===== config.mk =====
export PLATFORM = sky130hd
export DESIGN_NAME = usf_uart
export DESIGN_NICKNAME = d
export VERILOG_FILES = /design/src/usf_pkg.sv /design/src/usf_bit_timer.sv /design/src/usf_uart.sv
export SDC_FILE = /design/constraint.sdc
export NUM_CORES = 1
export LEC_CHECK = 0
export ABC_CLOCK_PERIOD_IN_PS = 6700
export BUFFER_PORTS_ARGS = -buffer_cell sky130_fd_sc_hd__buf_4
export CELL_PAD_IN_SITES_DETAIL_PLACEMENT = 1
export CELL_PAD_IN_SITES_GLOBAL_PLACEMENT = 2
export CORE_ASPECT_RATIO = 1.2
export CORE_MARGIN = 1
export CORE_UTILIZATION = 41
export CTS_BUF_LIST = sky130_fd_sc_hd__clkbuf_4 sky130_fd_sc_hd__clkbuf_8
export CTS_CLUSTER_DIAMETER = 80
export DETAILED_ROUTE_END_ITERATION = 10
export PLACE_DENSITY_LB_ADDON = 0.25
export SYNTH_ARGS = -nofsm -noshare
export SYNTH_HDL_FRONTEND = slang
export SYNTH_HIERARCHICAL = 1
export SYNTH_SLANG_ARGS = --single-unit

===== constraint.sdc =====
create_clock -name SYS_CLK -period 6.7 [get_ports SYS_CLK]
set_clock_uncertainty 0.15 [all_clocks]
set_input_delay 0.67 -clock SYS_CLK [delete_from_list [all_inputs] [get_ports SYS_CLK]]
set_output_delay 0.67 -clock SYS_CLK [all_outputs]
set_load 0.02 [all_outputs]

===== src/usf_pkg.sv =====
package usf_pkg;

    // ====================
    // Register offsets
    localparam logic [7:0] ADDR_CTRL   = 8'h00;
    localparam logic [7:0] ADDR_BAUD   = 8'h04;
    localparam logic [7:0] ADDR_TXDATA = 8'h08;
    localparam logic [7:0] ADDR_STATUS = 8'h0c;
    localparam logic [7:0] ADDR_RXDATA = 8'h10;
    localparam logic [7:0] ADDR_XCHAR  = 8'h14;

    // ====================
    // Control register layout
    localparam int CTRL_W         = 10;
    localparam int CTRL_EN_BIT    = 0;
    localparam int CTRL_FLOW_LSB  = 1;
    localparam int CTRL_DATA8_BIT = 4;
    localparam int CTRL_PAR_LSB   = 5;
    localparam int CTRL_STOP2_BIT = 8;
    localparam int CTRL_DTR_BIT   = 9;
    localparam logic [CTRL_W-1:0] CTRL_RESET = 10'h219;

    // ====================
    // Baud divisor layout
    localparam int BAUD_W        = 19;
    localparam int BAUD_FRAC_LSB = 0;
    localparam int BAUD_INT_LSB  = 3;
    localparam logic [BAUD_W-1:0] BAUD_RESET = 19'h00180;
    localparam logic [15:0] DIV_MIN = 16'h0004;
    localparam logic [15:0] DIV_MAX = 16'h9c40;

    // ====================
    // Flow control characters
    localparam logic [15:0] XCHAR_RESET = 16'h1311;

    // ====================
    // Status bits cleared by one
    localparam int ST_OVR_BIT   = 4;
    localparam int ST_PERR_BIT  = 5;
    localparam int ST_FERR_BIT  = 6;
    localparam int ST_TDROP_BIT = 14;

    // ====================
    // Synchroniser lanes
    localparam int SYN_RXD  = 0;
    localparam int SYN_CTS  = 1;
    localparam int SYN_DSR  = 2;
    localparam int SYN_DCD  = 3;
    localparam int SYN_RI   = 4;
    localparam int SYN_CFG0 = 5;

    // ====================
    // Pin configuration codes
    localparam logic [1:0] CFG_BUS_ONLY    = 2'h1;
    localparam logic [1:0] CFG_SERIAL_ONLY = 2'h2;

    // ====================
    // Modes and states
    typedef enum logic [2:0] {
        FLOW_OFF, FLOW_RTS_CTS, FLOW_DTR_DSR, FLOW_XON_XOFF, FLOW_NONE
    } usf_flow_t;

    typedef enum logic [2:0] {
        PAR_NONE, PAR_ODD, PAR_EVEN, PAR_MARK, PAR_SPACE
    } usf_par_t;

    typedef enum logic [2:0] {
        TX_IDLE, TX_PRE, TX_START, TX_DATA, TX_PAR, TX_STOP
    } usf_tx_state_t;

    typedef enum logic [2:0] {
        RX_IDLE, RX_START, RX_DATA, RX_PAR, RX_STOP
    } usf_rx_state_t;

    typedef struct packed {
        logic [16:0] rsvd;
        logic        tx_drop;
        logic [1:0]  cfg;
        logic        ri;
        logic        dcd;
        logic        dsr;
        logic        cts;
        logic        xoff;
        logic        ferr;
        logic        perr;
        logic        ovr;
        logic        rx_reg_full;
        logic        rx_hold_full;
        logic        tx_act;
        logic        tx_hold_full;
    } usf_status_t;

endpackage


===== src/usf_bit_timer.sv =====
`timescale 1ns/1ps
module usf_bit_timer
    import usf_pkg::*;
(
    // Clock and reset
    input  wire logic        clk,
    input  wire logic        rst,
    // Control
    input  wire logic        en,
    input  wire logic        restart,
    input  wire logic        half,
    input  wire logic [15:0] div_int,
    input  wire logic [2:0]  div_frac,
    // Bit boundary
    output logic             tick
);

    typedef struct packed {
        logic [15:0] cnt;
        logic [2:0]  acc;
        logic        tick;
    } usf_tmr_t;

    usf_tmr_t    s;
    usf_tmr_t    n;
    logic [15:0] di;
    logic [3:0]  sum;
    logic [15:0] hp;

    // ====================
    // Divisor clamp
    assign di  = (div_int < DIV_MIN) ? DIV_MIN : (div_int > DIV_MAX) ? DIV_MAX : div_int;
    assign sum = {1'b0, s.acc} + {1'b0, div_frac};
    assign hp  = di >> 1;

    always_comb begin
        n      = s;
        n.tick = 1'b0;
        if (rst) begin
            n = '0;
        end else if (!en) begin
            n.cnt = '0;
            n.acc = '0;
        end else if (restart) begin
            n.cnt = half ? hp : di - 16'h0001;
            n.acc = '0;
        end else if (s.cnt <= 16'h0001) begin
            n.tick = 1'b1;
            n.cnt  = di + {15'h0000, sum[3]};
            n.acc  = sum[2:0];
        end else begin
            n.cnt = s.cnt - 16'h0001;
        end
    end

    always_ff @(posedge clk) begin
        s <= n;
    end

    assign tick = s.tick;

endmodule


===== src/usf_uart.sv =====
//
// Functional notes
// - Strap pins pick bus-only (serial off), serial-only or combined pin map.
// - Transmit-active leads start bit by one clock, ends with stop.
// - Frame: start, 7 or 8 data, optional parity, 1 or 2 stops.
// - Odd or even parity over the ones count.
// - Parity may be absent, fixed high or fixed low.
// - Data bits least significant first.
// - Flow modes: off to GPIO, RTS/CTS, DTR/DSR, XON/XOFF, none.
// - RTS/CTS: new character only while clear-to-send low.
// - RTS/CTS: request-to-send high when both receive stores full.
// - DTR/DSR: no sending while set-ready high.
// - Terminal-ready asserted from reset; control bit may change it.
// - Low terminal-ready means ready to receive.
// - XON resumes, XOFF stops sending; defaults 11 and 13.
// - Bit period 4 to 40000 clocks.
// - First digital pin carries transmit-active for RS485.
// - Serial off returns its pins to GPIO.
// - Divisor has an eighths fraction.
//
`timescale 1ns/1ps
module usf_uart
    import usf_pkg::*;
(
    // Clock and reset
    input  wire logic        SYS_CLK,
    input  wire logic        RST,
    // APB slave
    input  wire logic        PSEL,
    input  wire logic        PENABLE,
    input  wire logic        PWRITE,
    input  wire logic [7:0]  PADDR,
    input  wire logic [31:0] PWDATA,
    output logic [31:0]      PRDATA,
    output logic             PREADY,
    output logic             PSLVERR,
    // Serial pins
    input  wire logic        RXD,
    output logic             TXD,
    input  wire logic        CLEAR_TO_SEND_N,
    output logic             REQUEST_TO_SEND_N,
    input  wire logic        SET_READY_N,
    output logic             TERMINAL_READY_N,
    input  wire logic        CARRIER_DETECT,
    input  wire logic        CALL_ALERT_IN,
    output logic             FIRST_DIGITAL_PIN,
    // Pin configuration
    input  wire logic        CFG_SELECT0,
    input  wire logic        CFG_SELECT1,
    output logic             PIN_GPIO_MODE,
    output logic             PIN_MAP_COMBINED
);

    typedef struct packed {
        logic [6:0]        syn1;
        logic [6:0]        syn2;
        logic              rxd_prev;
        logic [CTRL_W-1:0] ctrl;
        logic [BAUD_W-1:0] baud;
        logic [15:0]       xchar;
        logic              pready;
        logic              pslverr;
        logic              rd_pop;
        logic [31:0]       prdata;
        logic [7:0]        tx_hold;
        logic              tx_hold_full;
        usf_tx_state_t     tx_state;
        logic [7:0]        tx_sh;
        logic              tx_par;
        logic [2:0]        tx_cnt;
        logic              txd;
        logic              tx_act;
        usf_rx_state_t     rx_state;
        logic [7:0]        rx_sh;
        logic              rx_par;
        logic [2:0]        rx_cnt;
        logic              rx_ferr;
        logic [7:0]        rx_hold;
        logic [7:0]        rx_reg;
        logic              rx_hold_full;
        logic              rx_reg_full;
        logic              ovr;
        logic              perr;
        logic              ferr;
        logic              tdrop;
        logic              xoff_act;
        logic              o_txd;
        logic              o_rts_n;
        logic              o_dtr_n;
        logic              o_first_digital_pin;
        logic              o_gpio;
        logic              o_comb;
    } usf_state_t;

    usf_state_t  s;
    usf_state_t  n;
    usf_flow_t   flow;
    usf_par_t    par;
    usf_status_t status_w;
    logic [1:0]  cfg;
    logic [2:0]  last_bit;
    logic [7:0]  rx_char;
    logic        data8;
    logic        stop2;
    logic        sr_on;
    logic        tx_go;
    logic        rxd;
    logic        tx_tick;
    logic        rx_tick;
    logic        apb_wr;
    logic        apb_rd;
    logic        rx_done;

    // ====================
    // Parity bit for a character
    function automatic logic par_bit(input usf_par_t p, input logic [7:0] d);
        case (p)
            PAR_ODD:  par_bit = ~^d;
            PAR_EVEN: par_bit = ^d;
            PAR_MARK: par_bit = 1'b1;
            default:  par_bit = 1'b0;
        endcase
    endfunction

    // ====================
    // Decodes
    assign flow     = usf_flow_t'(s.ctrl[CTRL_FLOW_LSB +: 3]);
    assign par      = usf_par_t'(s.ctrl[CTRL_PAR_LSB +: 3]);
    assign data8    = s.ctrl[CTRL_DATA8_BIT];
    assign stop2    = s.ctrl[CTRL_STOP2_BIT];
    assign last_bit = data8 ? 3'h7 : 3'h6;
    assign cfg      = s.syn2[SYN_CFG0 +: 2];
    assign rxd      = s.syn2[SYN_RXD];
    assign sr_on    = s.ctrl[CTRL_EN_BIT] && flow != FLOW_OFF && cfg != CFG_BUS_ONLY;
    assign rx_char  = data8 ? s.rx_sh : {1'b0, s.rx_sh[7:1]};
    assign apb_wr   = PSEL && PENABLE && s.pready && PWRITE;
    assign apb_rd   = PSEL && PENABLE && s.pready && !PWRITE;

    // Flow gate on a new character
    assign tx_go = s.tx_hold_full && sr_on &&
                   (flow != FLOW_RTS_CTS  || !s.syn2[SYN_CTS]) &&
                   (flow != FLOW_DTR_DSR  || !s.syn2[SYN_DSR]) &&
                   (flow != FLOW_XON_XOFF || !s.xoff_act);

    always_comb begin
        status_w              = '0;
        status_w.tx_hold_full = s.tx_hold_full;
        status_w.tx_act       = s.tx_act;
        status_w.rx_hold_full = s.rx_hold_full;
        status_w.rx_reg_full  = s.rx_reg_full;
        status_w.ovr          = s.ovr;
        status_w.perr         = s.perr;
        status_w.ferr         = s.ferr;
        status_w.xoff         = s.xoff_act;
        status_w.cts          = !s.syn2[SYN_CTS];
        status_w.dsr          = !s.syn2[SYN_DSR];
        status_w.dcd          = s.syn2[SYN_DCD];
        status_w.ri           = s.syn2[SYN_RI];
        status_w.cfg          = cfg;
        status_w.tx_drop      = s.tdrop;
    end

    // ====================
    // Bit timers
    usf_bit_timer u_tx_tmr (
        .clk      (SYS_CLK),
        .rst      (RST),
        .en       (s.tx_state != TX_IDLE),
        .restart  (s.tx_state == TX_PRE),
        .half     (1'b0),
        .div_int  (s.baud[BAUD_INT_LSB +: 16]),
        .div_frac (s.baud[BAUD_FRAC_LSB +: 3]),
        .tick     (tx_tick)
    );

    usf_bit_timer u_rx_tmr (
        .clk      (SYS_CLK),
        .rst      (RST),
        .en       (1'b1),
        .restart  (s.rx_state == RX_IDLE),
        .half     (1'b1),
        .div_int  (s.baud[BAUD_INT_LSB +: 16]),
        .div_frac (s.baud[BAUD_FRAC_LSB +: 3]),
        .tick     (rx_tick)
    );

    // ====================
    // Next state
    always_comb begin
        n         = s;
        rx_done   = 1'b0;
        n.syn1    = {CFG_SELECT1, CFG_SELECT0, CALL_ALERT_IN, CARRIER_DETECT,
                     SET_READY_N, CLEAR_TO_SEND_N, RXD};
        n.syn2    = s.syn1;
        n.rxd_prev = rxd;
        n.pready  = 1'b0;
        n.pslverr = 1'b0;
        n.rd_pop  = 1'b0;

        // APB setup
        if (PSEL && !PENABLE) begin
            n.pready = 1'b1;
            n.prdata = '0;
            case (PADDR)
                ADDR_CTRL:   n.prdata = {22'h000000, s.ctrl};
                ADDR_BAUD:   n.prdata = {13'h0000, s.baud};
                ADDR_TXDATA: n.prdata = {24'h000000, s.tx_hold};
                ADDR_STATUS: n.prdata = status_w;
                ADDR_RXDATA: begin
                    n.prdata = {23'h000000, s.rx_hold_full, s.rx_hold};
                    n.rd_pop = s.rx_hold_full;
                end
                ADDR_XCHAR:  n.prdata = {16'h0000, s.xchar};
                default:     n.pslverr = 1'b1;
            endcase
        end

        // APB access phase
        if (apb_wr) begin
            case (PADDR)
                ADDR_CTRL:   n.ctrl = PWDATA[CTRL_W-1:0];
                ADDR_BAUD:   n.baud = PWDATA[BAUD_W-1:0];
                ADDR_XCHAR:  n.xchar = PWDATA[15:0];
                ADDR_TXDATA: begin
                    if (!s.tx_hold_full) begin
                        n.tx_hold      = PWDATA[7:0];
                        n.tx_hold_full = 1'b1;
                    end else begin
                        n.tdrop = 1'b1;
                    end
                end
                ADDR_STATUS: begin
                    if (PWDATA[ST_OVR_BIT])   n.ovr   = 1'b0;
                    if (PWDATA[ST_PERR_BIT])  n.perr  = 1'b0;
                    if (PWDATA[ST_FERR_BIT])  n.ferr  = 1'b0;
                    if (PWDATA[ST_TDROP_BIT]) n.tdrop = 1'b0;
                end
                default: ;
            endcase
        end
        if (apb_rd && PADDR == ADDR_RXDATA && s.rd_pop) begin
            n.rx_hold      = s.rx_reg;
            n.rx_hold_full = s.rx_reg_full;
            n.rx_reg_full  = 1'b0;
        end

        // Transmitter
        case (s.tx_state)
            TX_IDLE: begin
                if (tx_go) begin
                    n.tx_state     = TX_PRE;
                    n.tx_act       = 1'b1;
                    n.tx_sh        = s.tx_hold;
                    n.tx_par       = par_bit(par, data8 ? s.tx_hold : {1'b0, s.tx_hold[6:0]});
                    n.tx_hold_full = 1'b0;
                end
            end
            TX_PRE: begin
                n.tx_state = TX_START;
                n.txd      = 1'b0;
            end
            TX_START: begin
                if (tx_tick) begin
                    n.tx_state = TX_DATA;
                    n.txd      = s.tx_sh[0];
                    n.tx_sh    = s.tx_sh >> 1;
                    n.tx_cnt   = '0;
                end
            end
            TX_DATA: begin
                if (tx_tick) begin
                    if (s.tx_cnt == last_bit) begin
                        n.tx_state = (par == PAR_NONE) ? TX_STOP : TX_PAR;
                        n.txd      = (par == PAR_NONE) ? 1'b1 : s.tx_par;
                        n.tx_cnt   = '0;
                    end else begin
                        n.txd    = s.tx_sh[0];
                        n.tx_sh  = s.tx_sh >> 1;
                        n.tx_cnt = s.tx_cnt + 3'h1;
                    end
                end
            end
            TX_PAR: begin
                if (tx_tick) begin
                    n.tx_state = TX_STOP;
                    n.txd      = 1'b1;
                end
            end
            TX_STOP: begin
                if (tx_tick) begin
                    if (stop2 && s.tx_cnt == 3'h0) begin
                        n.tx_cnt = 3'h1;
                    end else begin
                        n.tx_state = TX_IDLE;
                        n.tx_act   = 1'b0;
                    end
                end
            end
            default: begin
                n.tx_state = TX_IDLE;
                n.txd      = 1'b1;
                n.tx_act   = 1'b0;
            end
        endcase

        // Receiver
        case (s.rx_state)
            RX_IDLE: begin
                if (sr_on && s.rxd_prev && !rxd) begin
                    n.rx_state = RX_START;
                    n.rx_ferr  = 1'b0;
                end
            end
            RX_START: begin
                if (rx_tick) begin
                    n.rx_state = rxd ? RX_IDLE : RX_DATA;
                    n.rx_cnt   = '0;
                end
            end
            RX_DATA: begin
                if (rx_tick) begin
                    n.rx_sh = {rxd, s.rx_sh[7:1]};
                    if (s.rx_cnt == last_bit) begin
                        n.rx_state = (par == PAR_NONE) ? RX_STOP : RX_PAR;
                        n.rx_cnt   = '0;
                    end else begin
                        n.rx_cnt = s.rx_cnt + 3'h1;
                    end
                end
            end
            RX_PAR: begin
                if (rx_tick) begin
                    n.rx_par   = rxd;
                    n.rx_state = RX_STOP;
                end
            end
            RX_STOP: begin
                if (rx_tick) begin
                    if (!rxd) n.rx_ferr = 1'b1;
                    if (stop2 && s.rx_cnt == 3'h0) begin
                        n.rx_cnt = 3'h1;
                    end else begin
                        n.rx_state = RX_IDLE;
                        rx_done    = 1'b1;
                    end
                end
            end
            default: n.rx_state = RX_IDLE;
        endcase

        // Character delivery, set wins
        if (rx_done) begin
            if (n.rx_ferr) n.ferr = 1'b1;
            if (par != PAR_NONE && s.rx_par != par_bit(par, rx_char)) n.perr = 1'b1;
            if (flow == FLOW_XON_XOFF && rx_char == s.xchar[7:0]) begin
                n.xoff_act = 1'b0;
            end else if (flow == FLOW_XON_XOFF && rx_char == s.xchar[15:8]) begin
                n.xoff_act = 1'b1;
            end else if (!n.rx_hold_full) begin
                n.rx_hold      = rx_char;
                n.rx_hold_full = 1'b1;
            end else if (!n.rx_reg_full) begin
                n.rx_reg      = rx_char;
                n.rx_reg_full = 1'b1;
            end else begin
                n.ovr = 1'b1;
            end
        end
        if (flow != FLOW_XON_XOFF) n.xoff_act = 1'b0;

        // Serial off
        if (!sr_on) begin
            n.tx_state = TX_IDLE;
            n.tx_act   = 1'b0;
            n.txd      = 1'b1;
            n.rx_state = RX_IDLE;
        end

        // Registered pin outputs
        n.o_txd   = sr_on ? n.txd : 1'b1;
        n.o_first_digital_pin  = n.tx_act;
        n.o_rts_n = !sr_on || (flow == FLOW_RTS_CTS && n.rx_hold_full && n.rx_reg_full);
        n.o_dtr_n = !sr_on || !n.ctrl[CTRL_DTR_BIT];
        n.o_gpio  = !sr_on;
        n.o_comb  = cfg != CFG_SERIAL_ONLY && cfg != CFG_BUS_ONLY;

        if (RST) begin
            n         = '0;
            n.ctrl    = CTRL_RESET;
            n.baud    = BAUD_RESET;
            n.xchar   = XCHAR_RESET;
            n.txd     = 1'b1;
            n.o_txd   = 1'b1;
            n.o_rts_n = 1'b1;
            n.o_dtr_n = 1'b0;
        end
    end

    always_ff @(posedge SYS_CLK) begin
        s <= n;
    end

    // ====================
    // Outputs
    assign PRDATA            = s.prdata;
    assign PREADY            = s.pready;
    assign PSLVERR           = s.pslverr;
    assign TXD               = s.o_txd;
    assign REQUEST_TO_SEND_N = s.o_rts_n;
    assign TERMINAL_READY_N  = s.o_dtr_n;
    assign FIRST_DIGITAL_PIN = s.o_first_digital_pin;
    assign PIN_GPIO_MODE     = s.o_gpio;
    assign PIN_MAP_COMBINED  = s.o_comb;

endmodule


=== Yosys cells after proc, flatten, opt, wreduce, memory -nomap -nowiden ===
Index checks and enable logic that the tools add are counted.

* Register bits after elaboration: 205
* Output and inout port bits: 40
* Logic and storage cells: 289

* $add $sub $neg: 9
* Order comparisons: 4
* Equal/unequal tests: 48
* Mux-type cells: 94
* Bitwise operators: 9
* Reduce and logical (&&, ||, !) cells: 80

{| class="wikitable"
|+ Operators by type and width
! kind !! count
|-
| 19-bit case mux with 6 select lines || 1
|-
| 16-bit 2-to-1 mux || 5
|-
| 19-bit 2-to-1 mux || 4
|-
| 8-bit 2-to-1 mux || 7
|-
| 3-bit 2-to-1 mux || 18
|-
| 16-bit by 1-bit subtractor with 16-bit output (second input constant) || 3
|-
| 45-bit 2-to-1 mux || 1
|-
| 35-bit 2-to-1 mux || 1
|-
| 11-bit 2-to-1 mux || 3
|-
| 16-bit by 1-bit adder with 16-bit output || 2
|-
| 16-bit by 1-bit less-or-equal comparator with 1-bit output (second input constant) || 2
|-
| 1-bit 2-to-1 mux || 28
|-
| 4-bit 2-to-1 mux || 7
|-
| 2-bit inequality test (second input constant) || 12
|-
| 8-bit case mux with 3 select lines || 1
|-
| 1-bit logical AND || 23
|-
| 3-bit by 2-bit == test with 1-bit output (second input constant) || 7
|-
| 21-bit 2-to-1 mux || 1
|-
| 5-bit AND reduction || 4
|-
| 18-bit 2-to-1 mux || 1
|-
| 2-bit by 1-bit inequality test with 1-bit output (second input constant) || 9
|-
| 3-bit case mux with 3 select lines || 2
|-
| 3-bit case mux with 6 select lines || 1
|-
| 3-bit nonzero test || 6
|-
| other kinds (38) || 95
|}

=== Depth between registers and ports, before layout ===
* Depth after elaboration: 14
* Gate-level depth with buffers: 15
* Mapped depth without buffers: 13

=== Modules after synthesis ===
Netlist, hierarchy kept.

{| class="wikitable"
|+ By module, submodules not included
! module !! times used !! cells an instance !! area each (um^2) !! seq. area each (um^2)
|-
| usf_uart || 1 || 877 || 7473.4 || 3042.9
|-
| usf_bit_timer at u_rx_tmr || 1 || 303 || 2232.1 || 400.4
|-
| usf_bit_timer at u_tx_tmr || 1 || 313 || 2232.1 || 400.4
|}

=== Least setup slack after synthesis ===
Ideal clock, no wire load.

* Kind: reg-to-reg
* From: register s[133] in the netlist's numbering
* To: register u_rx_tmr/s[15] in the netlist's numbering
* Library setup time: 117 ps
* Data arrival time: 3166 ps
* Data required time: 6433 ps
* Slack: 3267 ps
* Cell stages (with the launch flop): 15
* Buffers on the path: 2
* Period minus slack after synthesis: 3433 ps
* Cell sequence: dfxtp_1 -> buf_6 -> or3_4 -> or4b_4 -> buf_6 -> o21ai_0 -> nand3_1 -> inv_1 -> ha_1 -> nand2_1 -> nor4_1 -> nand3_1 -> xnor2_1 -> mux2i_1 -> a22o_1

* Longest elaborated chain between the ends: 6
* Elaborated cells on any way between the ends: 7
* Classes of those cells: 1 x add/sub; 2 x order compare; 4 x mux

{| class="wikitable"
|+ RTL lines
! what !! line !! text
|-
| start, declared || usf_uart.sv:95 || <nowiki>usf_state_t s;</nowiki>
|-
| start signal, assigned || usf_uart.sv:400 || <nowiki>s <= n;</nowiki>
|-
| 16-bit > comparator || usf_bit_timer.sv:32 || <nowiki>assign di = (div_int < DIV_MIN) ? DIV_MIN : (div_int > DIV_MAX) ? DIV_MAX : div_int;</nowiki>
|-
| 16-bit 2-to-1 mux || usf_bit_timer.sv:32 ||
|-
| 16-bit 2-to-1 mux * || usf_bit_timer.sv:32 ||
|-
| 16-bit by 1-bit adder with 16-bit output || usf_bit_timer.sv:49 || <nowiki>n.cnt = di + {15'h0000, sum[3]};</nowiki>
|-
| 16-bit 2-to-1 mux || usf_bit_timer.sv:47 || <nowiki>end else if (s.cnt <= 16'h0001) begin</nowiki>
|-
| 18-bit 2-to-1 mux * || usf_bit_timer.sv:44 || <nowiki>end else if (restart) begin</nowiki>
|-
| end signal, assigned || usf_bit_timer.sv:57 || <nowiki>s <= n;</nowiki>
|-
| end, declared || usf_bit_timer.sv:24 || <nowiki>usf_tmr_t s;</nowiki>
|}

Every way passes the cells marked *; elsewhere a longest branch is shown, timed or not.
A chain may end at the register's enable or synchronous reset.

=== Worst setup path after layout ===
* From: register s[129] in the netlist's numbering
* To: register u_rx_tmr/s[15] in the netlist's numbering

The elaborated chain is that of the path after synthesis.

==> impl_metrics.py <==
metrics = {
    "drt": {
        "viasPerCell": 5.83,
        "wire_per_inst_um": 20.5,
        "dr.pass1.iters": 5,
        "drt-initial-drc-count": 563,
        "drc": 0,
        "drt-total-wl_um": 38700,
        "via_count": 11000,
        "antenna_left": 0,
    },
    "worst_setup_path": {
        "cp_max_fo": 11,
        "crit_path_start_kind": "flip-flop",
        "critPathCaptureType": "flip-flop",
        "path_cells": "buf_4, nor4_1, or4b_4, o21ai_0, buf_4, nand3_1, inv_1, ha_1, nand2_1, nor4_1, nand3_1, xnor2_1, mux2i_1, a22o_1",
        "cp.required_ns": 6.92,
        "slowest_delay_ns": 0.57,
        "critPathArrivalTime_ns": 4.40,
        "critPathTopFamily": "simple AND/OR/NAND/NOR gates",
        "critical_path_class": "reg -> reg",
        "crit_slowest_cell": "or4b_4",
        "cp.buffers_inverters": 3,
    },
    "sta": {
        "setup_slack_ns": 2.53,
        "finalSetupTns_ns": 0,
        "tightestPinTransition_ns": 1.04,
        "period_share": 0.623,
        "period_minus_slack_ns": 4.17,
        "setup_viol_count_final": 0,
        "slew_headroom": 0.304,
        "drv_slew": 0,
        "fmax_ghz": 0.240,
        "hold_viol_final": 0,
        "rsz0062_at_grt": "no",
    },
    "clock_tree": {
        "clock_latency_ns": 0.47,
        "root_buffer": "clkbuf_8",
        "cts_hold_buf": 0,
        "cts_buffer_depth": 2,
        "numCtsBuffers": 17,
        "clkSinkCount": 192,
        "cts_resized": 0,
        "cts_tree": "done",
        "clk_pin_slew_ns": 0.11,
        "htree_levels": 4,
        "post-cts-setup-buffer-count": 0,
    },
    "pwr": {
        "p_per_area_nw_per_um2": 192,
        "peakVddDrop_mv": 0.232,
        "power_leakage_nw": 4.91,
    },
    "synthesis": {
        "syn_avg_cell_area_um2": 8.00,
        "synth.top_cell.area_share": 0.322,
        "synth-xor-area-share": 0.0721,
        "netlist_area_um2": 11900,
        "yosys_warnings": 6,
        "synth_area_leaders": "dfxtp_1 (32%), nand2_1 (6.4%), a21oi_1 (5.3%)",
        "synthMuxAreaShare": 0.0751,
        "synth_top_cell_by_area": "dfxtp_1",
        "ys.flop_type": "dfxtp_1",
        "synthAdderAreaFrac": 0.0254,
        "ys_ff_latch": 192,
        "synth_common_cells": "nand2_1 (202), dfxtp_1 (192), a21oi_1 (126), nor2_1 (121), clkbuf_1 (74)",
        "synth-simple-area-share": 0.262,
        "synth_cell_type_count": 89,
        "synth_top_family_by_area": "simple AND/OR/NAND/NOR gates",
        "synth_most_common_cell": "nand2_1",
        "seq_area_frac_synth": 0.322,
        "synth_cells": 1493,
        "synth_edf_count": 0,
        "async_flop_share": 0,
        "synth_compound_area_frac": 0.173,
    },
    "floorplan": {
        "io_pins": 92,
        "num_rows": 68,
        "core_um2": 28700,
        "start_util": 0.416,
        "die_w_um": 158,
        "fp.dieH_um": 189,
        "die-area_um2": 29800,
    },
    "placed_design": {
        "gp_congestion": 0.877,
        "post-dp-hpwl_um": 28700,
        "io_buffers": 65,
        "dpl_worst_slack_ns": 2.58,
    },
    "finish": {
        "drive_above_1_share": 0.116,
        "antenna_cells": 0,
        "num-nets-final": 1559,
        "fillers": 3544,
        "syn_to_final_growth_pct": 7.79,
    },
    "grt": {
        "track_usage": 0.263,
        "antenna_found_initial": 0,
        "grt_pass1_vias": 10900,
        "grt_max_degree": 49,
        "grt-ovfl-total": 0,
        "grt_first_pass_wirelength_um": 60600,
    },
    "run": {
        "cap_violations": 0,
    },
    "outcome": {
        "outcome": "finished, final reports clean",
    },
    "worst_hold_path": {
        "hold_class": "in -> reg",
    },
}
[per-layer routing]
metal	global-route usage	routed length [µm]	share of wire	vias to the layer above
li1	-	-	-	5252
met1	0.325	16700	0.43	5454
met2	0.473	19900	0.52	210
met3	0.0295	1150	0.030	48
met4	0.0784	818	0.021	0
met5	0	0	0	-
[sequential cells by signal (all words and copies together) (netlist names), 2 cells and up]
register and count:
PRDATA 19, cfg 2, flow 3, par 3, s 115, u_rx_tmr/s 19, u_tx_tmr/s 19
[cells by family (layout without fill, tap and decap cells)]
logic type                 Yosys count  in the layout
buffers and inverters              168            155
muxes                               78             78
DFF                                192            192
other                                2             19
AOI/OAI and AO/OA                  321            321
and+or+nand+nor                    617            617
adders and majority gates           23             23
xor gates and xnor gates            92             92
[path summary, 6_finish.rpt]
check          from        endpoint  slack (ns)  depth (start not counted)
max          s[129]  u_rx_tmr/s[15]        2.53                         14
min             RXD          s[159]        0.26                          2
max reg2reg  s[129]  u_rx_tmr/s[15]        2.53                         14
min reg2reg  s[162]          s[155]        0.30                          1
[worst register-to-register path, stage by stage (launching register included)]
cell	delay, ns
dfxtp_1	0.48
buf_4	0.27
nor4_1	0.34
or4b_4	0.57
o21ai_0	0.17
buf_4	0.21
nand3_1	0.12
inv_1	0.12
ha_1	0.21
nand2_1	0.12
nor4_1	0.56
nand3_1	0.16
xnor2_1	0.22
mux2i_1	0.10
a22o_1	0.26
[area by class of cell]
type,instances,area (µm²),area share
Tap cell,385,482,0.0374
Clock inverter,15,194,0.0151
Clock buffer,17,234,0.0182
Sequential cell,192,3840,0.299
Timing Repair Buffer,83,623,0.0484
Inverter,40,150,0.0117
Multi-Input combinational cell,1150,7340,0.570
[cell usage in the layout, fill, tap and decap left out, types with 7 or more instances in the layout]
master,netlist,layout
nand2_1,202,202
dfxtp_1,192,192
a21oi_1,126,126
nor2_1,121,121
buf_4,36,83
nand3_1,64,64
mux2i_1,60,60
xnor2_1,53,53
inv_1,38,38
xor2_1,35,35
nor3_1,35,34
o21ai_0,33,33
nor2b_1,29,29
nand4_1,23,23
nor4_1,23,22
a22oi_1,22,22
ha_1,21,21
conb_1,2,19
a211oi_1,18,18
or3_1,17,17
clkbuf_8,0,17
and3_1,16,16
nand2b_1,12,12
or2_2,12,12
o22ai_1,10,10
a31oi_1,10,10
o211ai_1,10,10
o21ai_1,10,10
mux2_2,9,9
nand3b_1,8,8
nor3b_1,8,8
a221oi_1,8,8
mux4_2,8,8
and2_1,8,8
o221ai_1,7,7
[report_power, final]
part / switching [mW] / internal (mW)
Clock: 0.480 / 0.353
Sequential: 0.0248 / 1.16
Combinational: 0.298 / 0.155
Total: 0.803 / 1.67
[through the flow]
| step | cells | area (µm²) | util | total power [mW] | hold WS, ns |
|---|---|---|---|---|---|
| 3_3_place_gp | 1850 | 12400 | 0.434 | 1.66 | 0.273 |
| 2_1_floorplan | 1510 | 12000 | - | 1.53 | 0.264 |
| 3_5_place_dp | 1850 | 12400 | 0.434 | 1.66 | 0.276 |
| 6_report | 1882 | 12900 | 0.449 | 2.47 | 0.262 |
| 5_1_grt | 1882 | 12900 | 0.449 | 2.59 | 0.234 |
| 4_1_cts | 1882 | 12900 | 0.449 | 2.49 | 0.226 |
Power figures use the tool's default switching activity.
